<file path="src/inc/start_logic_pkg.sv">
// Package for the sensorless start-condition logic.
// Assumes one 100 MHz clock and a 32-bit APB register port.
package start_logic_pkg;

  // Register byte offsets
  localparam logic [11:0] CTRL_OFFSET = 12'h000;
  localparam logic [11:0] BEMF_CODE_OFFSET = 12'h004;
  localparam logic [11:0] BEMF_DIGITAL_OFFSET = 12'h008;
  localparam logic [11:0] STATUS_OFFSET = 12'h00C;

  // Control register field positions
  localparam int CTRL_START_BIT = 0;
  localparam int CTRL_SPEED_DETECT_BIT = 1;
  localparam int CTRL_RESYNC_BIT = 2;
  localparam int CTRL_REVERSE_DRIVE_BIT = 3;
  localparam int CTRL_BRAKE_BIT = 4;
  localparam int CTRL_PROBE_METHOD_BIT = 5;
  localparam int CTRL_ALIGN_PHASE_LSB = 6;
  localparam int CTRL_THRESHOLD_LSB = 8;
  localparam int CTRL_WIDTH = 10;
  localparam logic [CTRL_WIDTH-1:0] CTRL_RESET = 10'h000;

  // Back-EMF code layout: shift above mantissa
  localparam int BEMF_CODE_WIDTH = 7;
  localparam int BEMF_MANTISSA_WIDTH = 4;
  localparam int BEMF_DIGITAL_WIDTH = 11;
  localparam logic [BEMF_CODE_WIDTH-1:0] BEMF_CODE_RESET = 7'h00;
  // One digital step is 0.92 mV/Hz, i.e. 1090 steps per V/Hz
  localparam int BEMF_LSB_UV_PER_HZ = 920;
  localparam int BEMF_STEPS_PER_V_PER_HZ = 1090;
  localparam logic [BEMF_DIGITAL_WIDTH-1:0] BEMF_DIGITAL_MAX = 11'h780;

  // Status field positions
  localparam int STATUS_CLASS_LSB = 4;
  localparam int STATUS_SECTOR_LSB = 6;

  // Speed compare thresholds picked by the 2-bit threshold field
  localparam int SPEED_WIDTH = 16;
  localparam logic [3:0][SPEED_WIDTH-1:0] SPEED_THRESHOLDS = {16'h0200, 16'h0100, 16'h0080, 16'h0040};

  // Forced alignment hold time
  localparam int CLOCK_PERIOD_NS = 10;
  localparam int ALIGN_TIME_NS = 20000;
  localparam int ALIGN_CYCLES = (ALIGN_TIME_NS + CLOCK_PERIOD_NS - 1) / CLOCK_PERIOD_NS;
  localparam int ALIGN_COUNT_WIDTH = 12;

  // Start sequencer states
  typedef enum logic [3:0] {
    SEQ_POWER_ON, SEQ_MEASURE, SEQ_AT_REST, SEQ_PROBE, SEQ_ALIGN,
    SEQ_CLOSED_LOOP, SEQ_REVERSE_DRIVE, SEQ_BRAKE, SEQ_WAIT_STOP
  } seq_state_type;

  // Rotor condition found before start
  typedef enum logic [1:0] {
    ROTOR_UNKNOWN, ROTOR_REST, ROTOR_FORWARD, ROTOR_REVERSE
  } rotor_class_type;

endpackage : start_logic_pkg

</file>
<file path="src/core/sensorless_start_condition_logic.sv">
// Start-up decision logic for a sensorless three-phase motor driver.
// Assumes speed, direction and stop indications from the analog front end,
// synchronous to clk, and an APB master for configuration.
//
// How it works
// - Code is 3-bit shift over 4-bit mantissa
// - Classify rotor: rest, forward or reverse
// - At rest, set commutation to rotor position
// - Rest start selectable: position detect or align
// - Position detect uses winding inductance variation
// - Align energises one phase before commutation
// - Fast forward rotor may resync into closed loop
// - Reverse drive decelerates through zero forward
// - Without reverse drive, brake or wait
// - Stopped rotor continues the at-rest path
// - Digital constant is mantissa shifted by shift
// - Sequencer restarts at power-up and wake
// - Speed measured only when detection enabled
// - Below threshold speed counts as rest
//
// The APB slave port and the address map were decided locally.
`timescale 1ns/1ps
`default_nettype none

module sensorless_start_condition_logic
  import start_logic_pkg::*;
(
  // Clock and reset
  input wire logic clk,
  input wire logic srst,
  // APB slave
  input wire logic psel,
  input wire logic penable,
  input wire logic pwrite,
  input wire logic [11:0] paddr,
  input wire logic [31:0] pwdata,
  output logic [31:0] prdata,
  output logic pready,
  output logic pslverr,
  // Power state
  input wire logic wake,
  // Speed detector
  input wire logic speedValid,
  input wire logic [SPEED_WIDTH-1:0] measuredSpeed,
  input wire logic spinForward,
  input wire logic rotorStopped,
  input wire logic zeroCrossed,
  // Position detector
  input wire logic probeDone,
  input wire logic [2:0] probeSector,
  // Drive commands
  output logic measureRun,
  output logic probeRun,
  output logic alignRun,
  output logic [1:0] alignPhase,
  output logic closedLoop,
  output logic reverseDriveOn,
  output logic brakeOn,
  output logic [2:0] commutationSector,
  output logic [BEMF_DIGITAL_WIDTH-1:0] bemfDigital
);

  //////////////////////////////////////////////////////////////////////////////
  // State record

  // All flops of the block
  typedef struct packed {
    seq_state_type seqState;  // Sequencer state
    rotor_class_type rotorClass;  // Last classification
    logic [CTRL_WIDTH-1:0] ctrl;  // Control register
    logic [BEMF_CODE_WIDTH-1:0] bemfCode;  // Back-EMF code
    logic [BEMF_DIGITAL_WIDTH-1:0] bemfDig;  // Decoded constant
    logic [2:0] sector;  // Commutation sector
    logic [ALIGN_COUNT_WIDTH-1:0] alignCount;  // Align hold counter
    logic [31:0] readData;  // Read data for access phase
  } core_state_type;

  core_state_type state_reg;  // Registered state
  core_state_type state_next;  // Next state

  // Decoded control bits
  logic startEnable;
  logic speedDetectEnable;
  logic resyncEnable;
  logic reverseEnable;
  logic brakeEnable;
  logic probeMethod;
  logic [1:0] stationary_speed_threshold;
  logic [SPEED_WIDTH-1:0] speedLimit;
  logic rotorFast;  // Measured speed at or above threshold
  logic setupPhase;  // APB setup cycle
  logic writeAccess;  // APB write access cycle
  logic addrMapped;  // Address hits a register
  logic [BEMF_MANTISSA_WIDTH-1:0] bemf_const_mantissa;
  logic [2:0] bemf_const_shift;

  //////////////////////////////////////////////////////////////////////////////
  // Field decode

  assign startEnable = state_reg.ctrl[CTRL_START_BIT];
  assign speedDetectEnable = state_reg.ctrl[CTRL_SPEED_DETECT_BIT];
  assign resyncEnable = state_reg.ctrl[CTRL_RESYNC_BIT];
  assign reverseEnable = state_reg.ctrl[CTRL_REVERSE_DRIVE_BIT];
  assign brakeEnable = state_reg.ctrl[CTRL_BRAKE_BIT];
  assign probeMethod = state_reg.ctrl[CTRL_PROBE_METHOD_BIT];
  assign stationary_speed_threshold = state_reg.ctrl[CTRL_THRESHOLD_LSB +: 2];
  assign speedLimit = SPEED_THRESHOLDS[stationary_speed_threshold];
  assign rotorFast = (measuredSpeed >= speedLimit);
  // Code splits into shift (top) and mantissa (bottom)
  assign bemf_const_mantissa = state_reg.bemfCode[BEMF_MANTISSA_WIDTH-1:0];
  assign bemf_const_shift = state_reg.bemfCode[BEMF_CODE_WIDTH-1:BEMF_MANTISSA_WIDTH];

  assign setupPhase = psel && !penable;
  assign writeAccess = psel && penable && pwrite;
  assign addrMapped = (paddr == CTRL_OFFSET) || (paddr == BEMF_CODE_OFFSET)
    || (paddr == BEMF_DIGITAL_OFFSET) || (paddr == STATUS_OFFSET);

  //////////////////////////////////////////////////////////////////////////////
  // Next-state logic

  // Register file, decode and start sequencer
  always_comb
  begin
    state_next = state_reg;
    // Decoded constant tracks the code one cycle later
    state_next.bemfDig = BEMF_DIGITAL_WIDTH'({7'h00, bemf_const_mantissa} << bemf_const_shift);

    // Read data latched in setup so prdata is a flop in access
    if (setupPhase)
    begin
      if (paddr == CTRL_OFFSET)
      begin
        state_next.readData = {22'h000000, state_reg.ctrl};
      end
      else if (paddr == BEMF_CODE_OFFSET)
      begin
        state_next.readData = {25'h0000000, state_reg.bemfCode};
      end
      else if (paddr == BEMF_DIGITAL_OFFSET)
      begin
        state_next.readData = {21'h000000, state_reg.bemfDig};
      end
      else if (paddr == STATUS_OFFSET)
      begin
        state_next.readData = {23'h000000, state_reg.sector, state_reg.rotorClass, state_reg.seqState};
      end
      else
      begin
        // Unmapped reads return zero
        state_next.readData = 32'h00000000;
      end
    end

    // Writes land at the access edge
    if (writeAccess)
    begin
      if (paddr == CTRL_OFFSET)
      begin
        state_next.ctrl = pwdata[CTRL_WIDTH-1:0];
      end
      else if (paddr == BEMF_CODE_OFFSET)
      begin
        state_next.bemfCode = pwdata[BEMF_CODE_WIDTH-1:0];
      end
    end

    // Start sequencer
    case (state_reg.seqState)
      SEQ_POWER_ON:
      begin
        state_next.rotorClass = ROTOR_UNKNOWN;
        if (startEnable)
        begin
          // Skip measurement when detection is off
          state_next.seqState = speedDetectEnable ? SEQ_MEASURE : SEQ_AT_REST;
        end
      end
      SEQ_MEASURE:
      begin
        if (speedValid)
        begin
          if (!rotorFast)
          begin
            state_next.rotorClass = ROTOR_REST;
            state_next.seqState = SEQ_AT_REST;
          end
          else if (spinForward)
          begin
            state_next.rotorClass = ROTOR_FORWARD;
            // Without resync a forward rotor is left to coast down
            state_next.seqState = resyncEnable ? SEQ_CLOSED_LOOP : SEQ_WAIT_STOP;
          end
          else
          begin
            state_next.rotorClass = ROTOR_REVERSE;
            if (reverseEnable)
            begin
              state_next.seqState = SEQ_REVERSE_DRIVE;
            end
            else
            begin
              state_next.seqState = brakeEnable ? SEQ_BRAKE : SEQ_WAIT_STOP;
            end
          end
        end
      end
      SEQ_AT_REST:
      begin
        // Pick how commutation is brought in phase with the rotor
        state_next.alignCount = '0;
        // Phase code 3 has no phase of its own and folds to 0
        state_next.sector = {(state_reg.ctrl[CTRL_ALIGN_PHASE_LSB +: 2] == 2'h3) ? 2'h0
          : state_reg.ctrl[CTRL_ALIGN_PHASE_LSB +: 2], 1'b0};
        state_next.seqState = probeMethod ? SEQ_PROBE : SEQ_ALIGN;
      end
      SEQ_PROBE:
      begin
        // Inductance probe reports the sector it found
        if (probeDone)
        begin
          state_next.sector = probeSector;
          state_next.seqState = SEQ_CLOSED_LOOP;
        end
      end
      SEQ_ALIGN:
      begin
        // Hold the chosen phase until the rotor has settled on it
        if (state_reg.alignCount == ALIGN_COUNT_WIDTH'(ALIGN_CYCLES - 1))
        begin
          state_next.seqState = SEQ_CLOSED_LOOP;
        end
        else
        begin
          state_next.alignCount = state_reg.alignCount + 1'b1;
        end
      end
      SEQ_REVERSE_DRIVE:
      begin
        // Drive on through zero speed, then run forward
        if (zeroCrossed)
        begin
          state_next.seqState = SEQ_CLOSED_LOOP;
        end
      end
      SEQ_BRAKE, SEQ_WAIT_STOP:
      begin
        // Once stopped, follow the at-rest path
        if (rotorStopped)
        begin
          state_next.rotorClass = ROTOR_REST;
          state_next.seqState = SEQ_AT_REST;
        end
      end
      default:
      begin
        state_next.seqState = SEQ_CLOSED_LOOP;
      end
    endcase

    // Clearing start stops the drive from any state
    if (!startEnable)
    begin
      state_next.seqState = SEQ_POWER_ON;
    end
    // Wake from standby or sleep restarts the sequencer
    if (wake)
    begin
      state_next.seqState = SEQ_POWER_ON;
    end
  end

  //////////////////////////////////////////////////////////////////////////////
  // State register

  // Registers take reset values, sequencer starts at power-on
  always_ff @(posedge clk)
  begin
    if (srst)
    begin
      state_reg.seqState <= SEQ_POWER_ON;
      state_reg.rotorClass <= ROTOR_UNKNOWN;
      state_reg.ctrl <= CTRL_RESET;
      state_reg.bemfCode <= BEMF_CODE_RESET;
      state_reg.bemfDig <= '0;
      state_reg.sector <= 3'h0;
      state_reg.alignCount <= '0;
      state_reg.readData <= 32'h00000000;
    end
    else
    begin
      state_reg <= state_next;
    end
  end

  //////////////////////////////////////////////////////////////////////////////
  // Outputs

  // Zero-wait-state slave
  assign pready = 1'b1;
  assign pslverr = psel && penable && !addrMapped;
  assign prdata = state_reg.readData;
  // Drive commands decode the registered state
  assign measureRun = (state_reg.seqState == SEQ_MEASURE);
  assign probeRun = (state_reg.seqState == SEQ_PROBE);
  assign alignRun = (state_reg.seqState == SEQ_ALIGN);
  assign alignPhase = state_reg.sector[2:1];
  assign closedLoop = (state_reg.seqState == SEQ_CLOSED_LOOP);
  // Returned energy is bounded by software's current limit
  assign reverseDriveOn = (state_reg.seqState == SEQ_REVERSE_DRIVE);
  assign brakeOn = (state_reg.seqState == SEQ_BRAKE);
  assign commutationSector = state_reg.sector;
  assign bemfDigital = state_reg.bemfDig;
endmodule : sensorless_start_condition_logic

`default_nettype wire

</file>
<file path="config.mk">
export PLATFORM = sky130hd
export DESIGN_NAME = sensorless_start_condition_logic
export DESIGN_NICKNAME = d
export VERILOG_FILES = /design/src/inc/start_logic_pkg.sv /design/src/core/sensorless_start_condition_logic.sv
export SDC_FILE = /design/constraint.sdc
export NUM_CORES = 1
export LEC_CHECK = 0
export ABC_AREA = 1
export BUFFER_PORTS_ARGS = -buffer_cell sky130_fd_sc_hd__buf_2
export CAP_MARGIN = 20
export CORE_MARGIN = 4
export CORE_UTILIZATION = 46
export CTS_CLUSTER_DIAMETER = 100
export CTS_CLUSTER_SIZE = 20
export DETAILED_ROUTE_END_ITERATION = 16
export PLACE_DENSITY = 0.78
export SLEW_MARGIN = 25
export SYNTH_ARGS = -nofsm -noshare
export SYNTH_HDL_FRONTEND = slang
export SYNTH_SLANG_ARGS = --single-unit
</file>
<file path="constraint.sdc">
create_clock -name clk -period 1.5 [get_ports clk]
set_input_delay 0 -clock clk [delete_from_list [all_inputs] [get_ports clk]]
set_output_delay 0 -clock clk [all_outputs]
set_load 0.03 [all_outputs]
</file>
Word level (Yosys, flattened, before mapping):

Cells that the tools add are included.
Widths: inputs -> output; s select.

* shift-type cells: 1
* add/subtract/negate cells: 1
* reduce and logical (&&, ||, !) cells: 22
* bitwise gates (word level): 2
* equality and inequality tests: 19
* $lt $le $gt $ge: 2
* multiplexer cells: 25

Operator list (number)
* $mux 11: 3
* $bmux 16 s2: 1
* $pmux 4 s7: 1
* $eq 12x4->1 const B: 2
* $mux 4: 6
* $mux 6: 4
* $pmux 12 s2: 1
* $eq 4x3->1 const B: 4
* $ge 16x16->1: 1
* $mux 16: 1
* $add 12x1->12 const B: 1
* $eq 12x11->1 const B: 1
* $eq 12x3->1 const B: 1
* $logic_not 12->1: 1
* $mux 12: 1
* $shl 4x3->11: 1
* $ne 2x2->1 const B: 5
* $mux 9: 1
* $eq 4x2->1 const B: 2
* $mux 3: 2
* $pmux 2 s3: 1
* $pmux 3 s2: 1
* $reduce_and 2->1: 3
* $reduce_and 3->1: 2
* 16 further kinds: 25

* logic and storage cells: 80
* bits in registers: 81
* output and inout port bits: 56

Longest topological paths before layout:

* depth in word-level cells: 6
* mapped depth: 15

Worst setup path after synthesis:

No wires, ideal clock.

* kind: register -> register
* start: register state_reg[32] (netlist bit)
* end: register state_reg[33] (netlist bit)
* slack: -71 ps
* arrival time: 1454 ps
* period minus slack after synthesis: 1571 ps
* buffers on the path: 1
* required time: 1383 ps
* stages on the path, launching flop included: 10
* cells stage by stage: dfxtp_1 -> ha_1 -> nand2_1 -> nor2_1 -> nand3_1 -> nand2_2 -> nand2_2 -> buf_6 -> o21ai_0 -> nor2_1

* cells in the longest elaborated chain, start to end: 3

RTL lines
* start, declared: line sensorless_start_condition_logic.sv:78 `core_state_type state_reg;`
* start signal, assigned: line sensorless_start_condition_logic.sv:291 `state_reg <= state_next;`
* $add 12x1->12 or $eq 12x11->1 (tied branches): line sensorless_start_condition_logic.sv:234, sensorless_start_condition_logic.sv:228
* $mux 12 or $ne 2x2->1 (tied branches)
* $pmux 12 s2 or $reduce_and 2->1 (tied branches)

Parallel ways exist; a longest one is shown, timed or not. The select of a mux whose other input is x is not followed.
A chain may end at the register's enable or synchronous reset.

Final worst setup path:

* start: register state_reg[74] (netlist bit)
* end: register state_reg[77] (netlist bit)

* cells in the longest elaborated chain, start to end: 6

RTL lines
* $bmux 16 s2: line sensorless_start_condition_logic.sv:107 `assign speedLimit = SPEED_THRESHOLDS[stationary_speed_threshold];`
* $mux 16 (implied by the code): line sensorless_start_condition_logic.sv:107
* $ge 16x16->1: line sensorless_start_condition_logic.sv:108 `assign rotorFast = (measuredSpeed >= speedLimit);`
* $mux 6: line sensorless_start_condition_logic.sv:182 `if (!rotorFast)`
* $mux 6: line sensorless_start_condition_logic.sv:180 `if (speedValid)`
* $pmux 4 s7: line sensorless_start_condition_logic.sv:168 `case (state_reg.seqState)`

No other way between the ends. The select of a mux whose other input is x is not followed.

==> key figures <==
Worst setup path
  – Startpoint types: flop
  – Depth of the worst register-to-register path: 15
  – Reg-to-Reg Start: state_reg[74]
  – Worst setup EP type: flop
  – Critical Path Start: state_reg[74]
  – FF-to-FF End: state_reg[77]
  – WP data arrival: 1.85 ns
  – CP required: 1.77 ns
  – Reg-to-reg slack, setup: -0.08 ns
  – Crit path to: state_reg[77]
  – WS Path Type: flop to flop
  – Crit-path max FO: 5

STA
  – Fin. Hold Viols: 0
  – Fmax: 0.633 GHz
  – Final Setup Violations: 7
  – Final min period: 1.58 ns
  – Setup WS post-layout: -0.0810 ns
  – Fin crit share: 105%
  – Final Max Slew Viols: 0
  – RSZ-0062 raised after global routing: yes
  – Fin Clk Skew: 0.00525 ns

Drt
  – First-iteration detailed-routing DRC count: 194
  – Routed wire length: 10000 um
  – Number of vias per cell: 5.11
  – TritonRoute pass-1 iters: 4
  – DR WL/cell: 13.6 um
  – Total number of vias: 3769
  – Routed Antenna Nets: 0
  – Drt drc: 0

Logic synthesis
  – Synth top area cells: dfxtp_1 (33%), buf_4 (10%), nand3_1 (9.1%)
  – Mean Syn Cell Area: 6.79 um^2
  – Sequential element share of the synthesized area: 32.8%
  – Ys async rst share: 0%
  – Mapped cell area: 0.00367 mm^2
  – Post-synthesis adder-cell area fraction: 1.71%
  – Main combinational cell family by area after synthesis: simple AND/OR/NAND/NOR gates
  – Simple-Gate Fraction of Synth Area: 30.8%
  – Post-synth top cells: nand2_1 (77), nand3_1 (67), dfxtp_1 (60)
  – #FFs+latches synth: 60
  – Portion of netlist area occupied by mux cells: 0.273%
  – Count leader, synth: nand2_1
  – Synth Area in Compound Gates: 14.4%
  – Cells after Synth: 540
  – Yosys cell types: 37
  – Top cell type's share of synthesized area: 32.8%
  – Yosys Warn Count: 0
  – Main synth FF type: dfxtp_1
  – Post-synth EDFFs: 0
  – XOR/XNOR share of the synthesized area: 0.478%
  – Synth area leader: dfxtp_1

Run status
  – Status: finished with violations
  – Violated checks: setup timing

Global route
  – First-pass GRT wire length: 15900 um
  – Largest net degree at the start of global routing: 40
  – Initial antenna violation count: 0
  – Grt ovf: 0
  – Number of global-route vias before repair: 3567
  – Gr usage total: 20.3%

Floorplan
  – Initial cell density of the core: 47.4%
  – Die Span X: 97.3 um
  – Rows: 32
  – Core area: 0.00773 mm^2
  – # IOs: 130
  – Full die area: 0.00946 mm^2
  – DIE HEIGHT: 97.3 um

Layout
  – Largest register FFs: 22
  – Diode count: 0
  – Fill cells: 711
  – Area of the multi-input gates: 0.00196 mm^2
  – Share of cells above drive strength 1: 29.8%
  – Nets: 710
  – Register area: 0.00122 mm^2
  – Area grow syn2layout: 23.7%
  – Cell area after layout: 0.00453 mm^2

Power
  – Clock network power share: 41.6%
  – Sw Share: 25.6%
  – Int Pwr: 2540 uW
  – Max rail drop VDD: 0.613 mV
  – Post-layout power: 3410 uW
  – Leak: 0.00197 uW
  – Power Density: 752 mW/mm^2
  – Logic pwr share: 11.1%
  – Switching power: 872 uW
  – Reg power frac: 47.3%

Place
  – GPL Wtd Cong: 0.927
  – Number of I/O port buffers: 85
  – Area after DPL: 0.00400 mm^2
  – HPWL Detailed: 7460 um

Clock network
  – CTS tree: yes
  – Clk buf depth: 2
  – CTS sink cnt: 60
  – Num CTS Buffers: 9
  – Root Buffer: clkbuf_8
  – Clock Latency Late Sink: 0.34 ns
  – Reg clk slew, reported paths: 0.07 ns
  – # H-tree levels: 3

Flow run
  – Max Cap Viol: 0

Min path
  – Hold Crit Class: primary input to flop
==> critical path, stage by stage, from the launching register on <==
cell	delay (ns)
dfxtp_4	0.37
inv_2	0.08
nand2_2	0.07
ha_4	0.27
nand2_2	0.06
inv_2	0.05
nand2_1	0.05
nor2_1	0.08
nand2_1	0.07
nand3_2	0.08
nand2_2	0.07
inv_2	0.06
nand2_1	0.04
nand2_1	0.05
nor2_1	0.03
nor2_1	0.08
==> routing by layer <==
metal / wire length, um / vias to the layer above / track usage [%]
met5: 0 / - / 0
met1: 3920 / 1735 / 23.0
met4: 223 / 0 / 6.28
met2: 5270 / 117 / 37.0
met3: 586 / 23 / 5.31
li1: - / 1894 / -
==> cell usage in the layout (no fill, tap or decap), drive strengths merged <==
cell type	instances
a21oi	46
xor2	2
nand3b	1
nor3	13
nor2	61
clkinv	3
nand3	68
o21a	1
inv	60
nand2	83
o211ai	1
o21ai	44
mux2i	1
conb	22
a31oi	3
ha	5
dfxtp	60
o22ai	3
a41oi	2
nand4	13
dlygate4sd3	15
nor3b	2
bufinv	1
clkbuf	12
clkinvlp	3
buf	110
==> worst min path at each step <==
stage,start,end,slack [ns],cells past startpoint
CTS,penable,prdata[10],0.009,3
floorplan,probeSector[0],commutationSector[0],0.16,2
global placement,probeSector[0],commutationSector[0],0.26,3
detailed placement,probeSector[0],commutationSector[0],0.28,3
global route,penable,prdata[10],0.04,3
finish,penable,prdata[10],0.02,3
==> power groups by stage <==
stage	combinational, uW	sequential, uW	clock, uW
6_report	377	1610	1420
5_1_grt	408	1610	1510
4_1_cts	370	1610	1460
3_5_place_dp	331	1650	0
3_3_place_gp	323	1650	0
2_1_floorplan	277	1650	0
==> per-stage QoR <==
step	cells	utilization [%]	TNS [ns]	worst slack, ns	hold WS, ns
final	737	58.7	-0.302	-0.0810	0.0182
after detailed placement	702	51.8	-0.284	-0.133	0.279
after global routing	737	58.7	-1.45	-0.188	0.0403
after global placement	702	51.8	-0.110	-0.0742	0.261
after CTS	734	57.2	-0.0491	-0.0491	0.00942
after floorplan	560	-	0	0.00104	0.156
==> logic make-up after synthesis <==
kind of cell | Yosys count
multiplexers | 1
adder cells (fa/ha/maj) | 5
XOR/XNOR | 2
other | 2
AND/OR/NAND/NOR | 241
buffers and inverters | 129
flip-flops | 60
AO/OA/AOI/OAI | 100
==> final cells by class <==
class / count / area share (%)
Timing Repair Buffer: 126 / 17.4
Timing Repair inverter: 1 / 0.110
Clock buffer: 11 / 3.12
Clock inverter: 4 / 1.10
Inverter: 62 / 5.38
Sequential cell: 60 / 26.9
Tap cell: 102 / 2.82
Multi-Input combinational cell: 371 / 43.2
==> what timing repair did <==
action,CTS,global route
pin swaps,9,7
hold buffers,15,0
gates cloned,0,1
endpoints found under the setup margin,5,25
endpoints found under the hold margin,26,0
buffers inserted,2,2
gates resized for setup,18,26
(Power assumes the default switching activity.)
